<file path="config.mk">
export PLATFORM = sky130hd
export DESIGN_NAME = acp_mode_config
export DESIGN_NICKNAME = d
export VERILOG_FILES = /design/src/verilog/acp_pkg.sv /design/src/verilog/acp_mode_config.sv /design/src/verilog/acp_pin_sync.sv /design/src/verilog/acp_reg_bank.sv
export SDC_FILE = /design/constraint.sdc
export NUM_CORES = 1
export LEC_CHECK = 0
export BUFFER_PORTS_ARGS = -buffer_cell sky130_fd_sc_hd__clkbuf_2
export CAP_MARGIN = 20
export CORE_ASPECT_RATIO = 1.75
export CORE_UTILIZATION = 59
export DETAILED_ROUTE_END_ITERATION = 10
export GPL_TIMING_DRIVEN = 1
export PLACE_DENSITY_LB_ADDON = 0.1
export SYNTH_ARGS = -nofsm -noshare
export SYNTH_HDL_FRONTEND = slang
export SYNTH_SLANG_ARGS = --single-unit
</file>
<file path="constraint.sdc">
create_clock -name ref_clk_i -period 2.2 [get_ports ref_clk_i]
set_input_delay 0.11 -clock ref_clk_i [delete_from_list [all_inputs] [get_ports ref_clk_i]]
set_output_delay 0.11 -clock ref_clk_i [all_outputs]
set_load 0.005 [all_outputs]
</file>
<file path="src/verilog/acp_pkg.sv">
/*
 * Shared constants and types for the converter mode configuration port:
 * register addresses, field positions, reset values, power codes and the
 * packed carriers used between the top module and its two helpers.
 * Assumes a single 25 MHz reference clock with a synchronous reset.
 */
package acp_pkg;

   // Reference clock rate
   localparam int unsigned REF_CLK_HZ       = 25_000_000;

   // Serial word layout: one flag bit, seven address bits, eight data bits
   localparam int unsigned ADDR_W           = 7;
   localparam int unsigned DATA_W           = 8;
   localparam logic [4:0]  FRAME_BITS       = 5'h10;
   localparam logic [4:0]  HDR_LAST_IDX     = 5'h07;
   localparam logic [4:0]  DATA_FIRST_IDX   = 5'h08;

   // Register addresses
   localparam logic [6:0]  ADDR_SOFT_RESET  = 7'h00;
   localparam logic [6:0]  ADDR_POWER_STATE = 7'h01;
   localparam logic [6:0]  ADDR_CLK_TIMING  = 7'h02;
   localparam logic [6:0]  ADDR_OUTPUT_MODE = 7'h03;

   // Field positions
   localparam int unsigned SOFT_RESET_BIT   = 7;
   localparam int unsigned POWER_LSB        = 0;
   localparam int unsigned STAB_BIT         = 0;
   localparam int unsigned DELAY_LSB        = 1;
   localparam int unsigned INVERT_BIT       = 3;
   localparam int unsigned OUT_DISABLE_BIT  = 2;

   // Values after reset
   localparam logic [7:0]  REG_RESET_VAL    = 8'h00;

   // Power state field codes
   localparam logic [1:0]  PWR_NORMAL       = 2'h0;
   localparam logic [1:0]  PWR_NAP          = 2'h1;
   localparam logic [1:0]  PWR_SLEEP        = 2'h3;

   // Sample clock cycles the core needs after leaving nap
   localparam logic [6:0]  NAP_WAKE_CYCLES  = 7'h64;

   // Pins as sampled, packed as {mode_par, cs_n, sck, sdi, smp_clk}
   typedef struct packed {
      logic mode_par;
      logic cs_n;
      logic sck;
      logic sdi;
      logic smp_clk;
   } acp_pins_t;

   // Chip select idles high, everything else low
   localparam acp_pins_t PINS_RESET_VAL     = 5'h08;

   // Mode controls that leave the register bank
   typedef struct packed {
      logic [1:0] power_state;
      logic       clk_invert;
      logic [1:0] clk_delay;
      logic       stab_en;
      logic       out_disable;
   } acp_ctrl_t;

   // Serial frame progress
   typedef enum logic [1:0] {
      FR_IDLE,
      FR_SHIFT,
      FR_DONE
   } acp_frame_t;

endpackage

</file>
<file path="src/verilog/acp_mode_config.sv">
/*
 * Mode configuration port of a sampling converter. Either three pins act as
 * static straps, or they form a serial write/readback port into the mode
 * registers. Drives the resulting mode controls, the forwarded sample clock,
 * the digital output enable and a nap recovery flag.
 * Assumes all pins are asynchronous to ref_clk_i and the serial clock is
 * well below a quarter of the 25 MHz reference so its edges can be found.
 */
// Behaviour
// Output disable releases every digital output, forwarded clock included; code only drops digital_output_oe_o, forwarded clock keeps running.
// Host uses output disable only for long idle periods, not bus sharing.
// Sleep powers down the whole converter; from register or SDI pin.
// Host treats results as unsettled for 2ms after sleep.
// Nap keeps references on; data valid after 100 sample clocks.
// Host may wait a further 50us after nap recovery.
// Mode select pin high gives pin straps, low gives serial port.
// Strap mode: chip select level drives the duty cycle stabilizer.
// Strap mode: SCK level picks full-rate or double-data-rate outputs.
// Strap mode: SDI level high means sleep, low normal.
// Frame spans chip select low; only first 16 SCK rises sample SDI.
// Word is flag bit, seven address bits, eight data bits, MSB first.
// Flag zero writes the data bits to the addressed register.
// Flag one reads the register back on SDO, leaving it unchanged.
// SDO only pulls low or releases; host supplies the pull-up.
// Host's first serial command must be a software reset.
// Reset bit set clears all mode registers and clears itself.
// Power field selects normal, nap or sleep; nap only here.
// Timing bit 3 inverts the forwarded output clock.
// Timing bits 2-1 delay the forwarded clock by eighths.
// Host turns stabilizer on whenever a clock delay is selected.
// Timing bit 0 switches the duty cycle stabilizer.
// Output mode bit 2 disables the digital outputs.
// Readback bits change after SCK falls, MSB first.
// A frame shorter than 16 bits changes no register.
`timescale 1ns/100ps
module acp_mode_config
   import acp_pkg::*;
(
   input  wire logic       ref_clk_i,
   input  wire logic       rst_i,
   input  wire logic       programming_mode_select_i,
   input  wire logic       cs_n_i,
   input  wire logic       sck_i,
   input  wire logic       sdi_i,
   input  wire logic       sample_clk_i,
   output logic            sdo_o,
   output logic            sdo_oe_o,
   output logic [1:0]      power_state_o,
   output logic            duty_cycle_stabilizer_enable_o,
   output logic            ddr_output_mode_o,
   output logic            output_clock_invert_o,
   output logic [1:0]      output_clock_delay_o,
   output logic            forwarded_sample_clock_o,
   output logic            digital_output_oe_o,
   output logic            core_data_valid_o
);

   // Whole state of the top module
   typedef struct packed {
      acp_frame_t  frame;
      logic [4:0]  bit_cnt;
      logic [7:0]  data_shift;
      logic        read_flag;
      logic [6:0]  reg_addr;
      logic        sck_prev;
      logic        cs_n_prev;
      logic        smp_prev;
      logic        wr_pulse;
      logic        sdo_pull;
      logic [6:0]  wake_cnt;
      logic        data_valid;
      logic [1:0]  power;
      logic        stab_en;
      logic        ddr_mode;
      logic        clk_inv;
      logic [1:0]  clk_delay;
      logic        fwd_clk;
      logic        dout_oe;
   } acp_top_state_t;

   acp_top_state_t state_reg;
   acp_top_state_t state_next;

   acp_pins_t      pins_raw;
   acp_pins_t      pins_sync;
   acp_ctrl_t      reg_ctrl;
   logic [7:0]     reg_rd_data;

   // Gather the pins for the synchroniser
   assign pins_raw.mode_par = programming_mode_select_i;
   assign pins_raw.cs_n     = cs_n_i;
   assign pins_raw.sck      = sck_i;
   assign pins_raw.sdi      = sdi_i;
   assign pins_raw.smp_clk  = sample_clk_i;

   // Every pin passes two flops before any logic sees it
   acp_pin_sync acp_pin_sync_i (
      .ref_clk_i (ref_clk_i),
      .rst_i     (rst_i),
      .pins_i    (pins_raw),
      .pins_o    (pins_sync)
   );

   // Mode registers, written only at the end of a complete frame
   acp_reg_bank acp_reg_bank_i (
      .ref_clk_i (ref_clk_i),
      .rst_i     (rst_i),
      .wr_en_i   (state_reg.wr_pulse),
      .addr_i    (state_reg.reg_addr),
      .wdata_i   (state_reg.data_shift),
      .ctrl_o    (reg_ctrl),
      .rd_data_o (reg_rd_data)
   );

   // Serial frame engine, mode muxing and nap recovery
   always_comb begin
      logic sck_rise;
      logic sck_fall;
      logic cs_rise;
      logic smp_rise;
      logic serial_mode;
      logic [1:0] eff_power;

      sck_rise    = pins_sync.sck & ~state_reg.sck_prev;
      sck_fall    = ~pins_sync.sck & state_reg.sck_prev;
      cs_rise     = pins_sync.cs_n & ~state_reg.cs_n_prev;
      smp_rise    = pins_sync.smp_clk & ~state_reg.smp_prev;
      serial_mode = ~pins_sync.mode_par;
      eff_power   = PWR_NORMAL;

      state_next           = state_reg;
      state_next.sck_prev  = pins_sync.sck;
      state_next.cs_n_prev = pins_sync.cs_n;
      state_next.smp_prev  = pins_sync.smp_clk;
      state_next.wr_pulse  = 1'b0;

      // Frame handling; strap mode keeps the engine parked
      if (!serial_mode) begin
         state_next.frame    = FR_IDLE;
         state_next.bit_cnt  = 5'h00;
         state_next.sdo_pull = 1'b0;
      end else if (pins_sync.cs_n) begin
         // Commit only a whole write word; short frames vanish
         if (cs_rise && state_reg.frame == FR_DONE && !state_reg.read_flag) begin
            state_next.wr_pulse = 1'b1;
         end
         state_next.frame    = FR_IDLE;
         state_next.bit_cnt  = 5'h00;
         state_next.sdo_pull = 1'b0;
      end else begin
         unique case (state_reg.frame)
            FR_IDLE: begin
               // Chip select low opens a frame
               state_next.frame     = FR_SHIFT;
               state_next.bit_cnt   = 5'h00;
               state_next.read_flag = 1'b0;
            end
            FR_SHIFT: begin
               if (sck_rise) begin
                  // Header bits go to flag and address, the rest to data
                  if (state_reg.bit_cnt == 5'h00) begin
                     state_next.read_flag = pins_sync.sdi;
                  end else if (state_reg.bit_cnt <= HDR_LAST_IDX) begin
                     state_next.reg_addr = {state_reg.reg_addr[5:0], pins_sync.sdi};
                  end else begin
                     state_next.data_shift = {state_reg.data_shift[6:0], pins_sync.sdi};
                  end
                  state_next.bit_cnt = state_reg.bit_cnt + 5'h01;
                  if (state_reg.bit_cnt == FRAME_BITS - 5'h01) begin
                     state_next.frame = FR_DONE;
                  end
               end
               // Readback bit moves after the falling edge, MSB first
               if (sck_fall && state_reg.read_flag && state_reg.bit_cnt >= DATA_FIRST_IDX) begin
                  state_next.sdo_pull = ~reg_rd_data[~state_reg.bit_cnt[2:0]];
               end
            end
            FR_DONE: begin
               // Further rising edges are ignored; free the line after the last bit
               if (sck_fall) begin
                  state_next.sdo_pull = 1'b0;
               end
            end
            default: begin
               state_next.frame = FR_IDLE;
            end
         endcase
      end

      // Controls come from the straps or from the registers
      if (serial_mode) begin
         eff_power            = reg_ctrl.power_state;
         state_next.stab_en   = reg_ctrl.stab_en;
         state_next.ddr_mode  = 1'b0;
         state_next.clk_inv   = reg_ctrl.clk_invert;
         state_next.clk_delay = reg_ctrl.clk_delay;
         state_next.dout_oe   = ~reg_ctrl.out_disable;
      end else begin
         eff_power            = pins_sync.sdi ? PWR_SLEEP : PWR_NORMAL;
         state_next.stab_en   = pins_sync.cs_n;
         state_next.ddr_mode  = pins_sync.sck;
         state_next.clk_inv   = 1'b0;
         state_next.clk_delay = 2'h0;
         state_next.dout_oe   = 1'b1;
      end
      state_next.power = eff_power;

      // Forwarded clock follows the sample clock, optionally inverted
      state_next.fwd_clk = pins_sync.smp_clk ^ state_next.clk_inv;

      // Count sample clocks after power-down ends before data is good
      if (eff_power != PWR_NORMAL) begin
         state_next.wake_cnt   = 7'h00;
         state_next.data_valid = 1'b0;
      end else if (smp_rise && state_reg.wake_cnt < NAP_WAKE_CYCLES) begin
         state_next.wake_cnt   = state_reg.wake_cnt + 7'h01;
         state_next.data_valid = (state_reg.wake_cnt + 7'h01) == NAP_WAKE_CYCLES;
      end
   end

   // Single register stage for all state
   always_ff @(posedge ref_clk_i) begin
      if (rst_i) begin
         state_reg           <= '0;
         state_reg.frame     <= FR_IDLE;
         state_reg.cs_n_prev <= 1'b1;
         state_reg.dout_oe   <= 1'b1;
      end else begin
         state_reg <= state_next;
      end
   end

   // Outputs straight from flops; SDO only ever drives low
   assign sdo_o                          = 1'b0;
   assign sdo_oe_o                       = state_reg.sdo_pull;
   assign power_state_o                  = state_reg.power;
   assign duty_cycle_stabilizer_enable_o = state_reg.stab_en;
   assign ddr_output_mode_o              = state_reg.ddr_mode;
   assign output_clock_invert_o          = state_reg.clk_inv;
   assign output_clock_delay_o           = state_reg.clk_delay;
   assign forwarded_sample_clock_o       = state_reg.fwd_clk;
   assign digital_output_oe_o            = state_reg.dout_oe;
   assign core_data_valid_o              = state_reg.data_valid;

endmodule

</file>
<file path="src/verilog/acp_pin_sync.sv">
/*
 * Two-stage synchroniser for every pin that reaches the configuration port.
 * Assumes the pins are asynchronous to ref_clk_i; only stage two is read.
 */
`timescale 1ns/100ps
module acp_pin_sync
   import acp_pkg::*;
(
   input  wire logic      ref_clk_i,
   input  wire logic      rst_i,
   input  wire acp_pins_t pins_i,
   output acp_pins_t      pins_o
);

   typedef struct packed {
      acp_pins_t stage1;
      acp_pins_t stage2;
   } acp_sync_state_t;

   acp_sync_state_t sync_reg;
   acp_sync_state_t sync_next;

   // Stage one feeds stage two only
   always_comb begin
      sync_next        = sync_reg;
      sync_next.stage1 = pins_i;
      sync_next.stage2 = sync_reg.stage1;
   end

   // Reset to idle pin levels so no false frame starts
   always_ff @(posedge ref_clk_i) begin
      if (rst_i) begin
         sync_reg <= {PINS_RESET_VAL, PINS_RESET_VAL};
      end else begin
         sync_reg <= sync_next;
      end
   end

   assign pins_o = sync_reg.stage2;

endmodule

</file>
<file path="src/verilog/acp_reg_bank.sv">
/*
 * Mode control registers: power state, output clock timing and the output
 * disable bit, plus the self-clearing software reset. Assumes writes arrive
 * as one-cycle pulses from the serial frame engine on the same clock.
 */
`timescale 1ns/100ps
module acp_reg_bank
   import acp_pkg::*;
(
   input  wire logic        ref_clk_i,
   input  wire logic        rst_i,
   input  wire logic        wr_en_i,
   input  wire logic [6:0]  addr_i,
   input  wire logic [7:0]  wdata_i,
   output acp_ctrl_t        ctrl_o,
   output logic      [7:0]  rd_data_o
);

   typedef struct packed {
      logic [1:0] power;
      logic [3:0] timing;
      logic       out_dis;
      logic [7:0] rd_data;
   } acp_bank_state_t;

   acp_bank_state_t bank_reg;
   acp_bank_state_t bank_next;

   // Write decode, soft reset and registered readback
   always_comb begin
      bank_next = bank_reg;
      if (wr_en_i) begin
         unique case (addr_i)
            ADDR_SOFT_RESET: begin
               if (wdata_i[SOFT_RESET_BIT]) begin
                  bank_next.power   = REG_RESET_VAL[1:0];
                  bank_next.timing  = REG_RESET_VAL[3:0];
                  bank_next.out_dis = REG_RESET_VAL[0];
               end
            end
            ADDR_POWER_STATE: bank_next.power   = wdata_i[POWER_LSB +: 2];
            ADDR_CLK_TIMING:  bank_next.timing  = wdata_i[3:0];
            ADDR_OUTPUT_MODE: bank_next.out_dis = wdata_i[OUT_DISABLE_BIT];
            default:          bank_next.power   = bank_reg.power;
         endcase
      end
      // Reset bit is never stored, so it always reads back as zero
      unique case (addr_i)
         ADDR_POWER_STATE: bank_next.rd_data = {6'h00, bank_reg.power};
         ADDR_CLK_TIMING:  bank_next.rd_data = {4'h0, bank_reg.timing};
         ADDR_OUTPUT_MODE: bank_next.rd_data = {5'h00, bank_reg.out_dis, 2'h0};
         default:          bank_next.rd_data = REG_RESET_VAL;
      endcase
   end

   always_ff @(posedge ref_clk_i) begin
      if (rst_i) begin
         bank_reg <= '0;
      end else begin
         bank_reg <= bank_next;
      end
   end

   // Field outputs straight from the flops
   assign ctrl_o.power_state = bank_reg.power;
   assign ctrl_o.clk_invert  = bank_reg.timing[INVERT_BIT];
   assign ctrl_o.clk_delay   = bank_reg.timing[DELAY_LSB +: 2];
   assign ctrl_o.stab_en     = bank_reg.timing[STAB_BIT];
   assign ctrl_o.out_disable = bank_reg.out_dis;
   assign rd_data_o          = bank_reg.rd_data;

endmodule

</file>
==> impl_metrics.py <==
metrics = {
    "clock_tree": {
        "cts-root-buf": "clkbuf_8",
        "cts.path.max_buffers": 2,
        "cts_tree": "built",
        "cts_buffers": 9,
        "clock_sinks": 66,
        "clkTransAtPathRegs_ns": 0.07,
        "holdBufCountCts": 5,
        "post_cts.repair.setup_buffers": 0,
        "htreeDepth": 3,
        "cts_resized": 0,
        "clk_latency_ns": 0.33,
    },
    "synthesis": {
        "synth-async-reset-ratio_pct": 0,
        "synth_seq_cells": 66,
        "postSynthCellCount": 268,
        "synthFlopType": "dfxtp_1",
        "netlist_area_sq_mm": 0.00266,
        "synth-edff-count": 0,
        "ys_warn_count": 0,
        "synth_common_cells": "66 x dfxtp_1, 33 x nor2_1, 18 x mux2i_1, 18 x nor2b_1, 17 x nand2b_1",
        "yosysSeqAreaShare_pct": 49.6,
        "yosys.cell_count.top_type": "dfxtp_1",
        "post-synth-top-area-cell": "dfxtp_1",
        "postSynthAreaPerCell_sq_um": 9.93,
        "syn_nets": 279,
        "ys_types": 50,
        "synth_top_area_share_pct": 49.6,
        "yosys-top-cells-area": "dfxtp_1 50%, mux2i_1 6.8%, nor2_1 4.7%, nor2b_1 4.2%, nand2b_1 4.0%",
    },
    "timing": {
        "setup_viol": 0,
        "maxClockFrequency_mhz": 515,
        "rsz0062_at_grt": "false",
        "setup_ws_ns": 0.257,
        "holdWs_ns": 0.346,
        "fin_crit_sh_pct": 88.3,
        "worst_slew_margin_rel_pct": 62.1,
        "fin_tns_setup_ns": 0,
        "hold_viol": 0,
        "fin_worst_skew_ns": 0.00913,
        "drv_slew": 0,
        "worstMarginPinSlew_ns": 0.567,
        "period_needed_ns": 1.94,
    },
    "route": {
        "routed_wl_um": 4860,
        "vias": 1881,
        "wl_per_cell_um": 14.0,
        "top_layer": "met4",
        "wl_met3_um": 94,
        "drcViolationCount": 0,
        "ant_nets": 0,
        "viasPerCell": 5.42,
        "dr.pass1.iters": 4,
        "wirelength_met1_um": 1990,
        "drtIter0Drc": 41,
        "wl_met2_um": 2670,
    },
    "worst_setup_path": {
        "worstSetupStartpointType": "flop",
        "required_ns": 2.42,
        "end_kind": "flop",
        "cp.arrival_ns": 2.16,
        "cp_max_fo": 7,
        "worst-setup-path-type": "reg2reg",
    },
    "layout": {
        "drive_gt1_share_pct": 16.2,
        "largest_reg_flops": 34,
        "stdcell_area_sq_mm": 0.00299,
        "antenna_cells": 0,
        "area_delta_synth_final_pct": 12.5,
        "finish.net_count": 303,
    },
    "placement": {
        "place_congestion": 0.833,
        "hpwl_um": 3500,
        "port_buffers": 17,
        "place_area_sq_mm": 0.00277,
        "dp_slack_ns": 0.253,
    },
    "pwr": {
        "ir_drop_mv": 0.684,
        "combPwrFrac_pct": 3.0,
        "switching_share_pct": 21.2,
        "power.leakage_nw": 1.14,
        "p_int_mw": 1.70,
        "p_seq_share_pct": 56.4,
        "power.density_mw_per_mm2": 720,
        "p_clk_share_pct": 40.6,
        "p_sw_mw": 0.457,
    },
    "floorplan": {
        "core-area_sq_mm": 0.00436,
        "die_x_um": 52.8,
        "core.rowCount": 32,
        "start_util_pct": 61.0,
        "die_area_sq_mm": 0.00479,
        "die_h_um": 90.8,
        "boundaryPins": 19,
    },
    "grt": {
        "grt_overflow": 0,
        "first_global_vias": 1826,
        "track_usage_pct": 23.0,
        "antenna_found_initial": 0,
        "grt_pass1_wl_um": 8050,
        "grt_max_degree": 35,
    },
    "status": {
        "status": "complete, no violations",
    },
    "run": {
        "cap_violations": 0,
    },
    "min_path": {
        "min_path_type": "in2reg",
    },
}
==> power by group through the flow <==
stage | registers, mW | clock network [mW] | logic, mW
2_1_floorplan | 1.24 | 0 | 0.0434
3_3_place_gp | 1.24 | 0 | 0.0575
3_5_place_dp | 1.24 | 0 | 0.0585
4_1_cts | 1.22 | 0.889 | 0.0653
5_1_grt | 1.22 | 0.945 | 0.0715
6_report | 1.22 | 0.874 | 0.0649
==> worst max-delay path, stage by stage (launching register included) <==
cell      delay (ns)
dfxtp_1         0.38
inv_1           0.08
ha_1            0.13
nor4b_2         0.31
nand2b_1        0.21
or4b_1          0.45
mux2_2          0.28
==> final timing paths <==
check,start,end,slack [ns],depth (start not counted)
max,state_reg[38],state_reg[29],0.26,6
min,rst_i,forwarded_sample_clock_o,0.35,2
max reg2reg,state_reg[38],state_reg[29],0.26,6
min reg2reg,acp_pin_sync_i.sync_next[3],acp_pin_sync_i.pins_o[3],0.41,1
==> layout by cell type, fill, tap and decap left out, types with 8 or more instances in the layout <==
cell	n
a21oi_1	9
clkbuf_2	17
clkbuf_8	11
dfxtp_1	66
mux2i_1	18
nand2_1	10
nand2b_1	17
nor2_1	33
nor2b_1	18
nor3_1	8
==> cell type report <==
type	instances	area, sq um
fill	359	1370
sequential	66	1320
multi-input combinational	186	1260
timing repair buffer	26	165
clock buffer	12	155
tap	51	63.8
clock inverter	3	15.0
inverter	3	11.3
==> layer usage <==
| metal | GRT usage [%] | up-vias |
|---|---|---|
| li1 | - | 975 |
| met1 | 24.2 | 879 |
| met2 | 40.6 | 19 |
| met3 | 6.06 | 8 |
| met4 | 9.65 | 0 |
| met5 | 0 | - |
==> per-stage QoR <==
| stage | power (mW) | instances | utilization, % |
|---|---|---|---|
| 2_1_floorplan | 1.28 | 268 | - |
| 3_3_place_gp | 1.30 | 327 | 63.5 |
| 3_5_place_dp | 1.30 | 327 | 63.5 |
| 4_1_cts | 2.17 | 347 | 68.6 |
| 5_1_grt | 2.23 | 347 | 68.6 |
| 6_report | 2.15 | 347 | 68.6 |
==> logic make-up (layout without fill, tap and decap cells) <==
family          Yosys count  in the layout  synth area share, %
xor+xnor                  5              5                 1.65
simple gates            124            124                 26.6
compound gates           31             31                 8.65
mux                      21             21                 8.46
flops                    66             66                 49.6
other cells               1              1                0.141
buf+inv                  16             44                 2.96
fa+ha+maj                 4              4                 1.88
No activity file was read; power rests on OpenSTA's default activity.
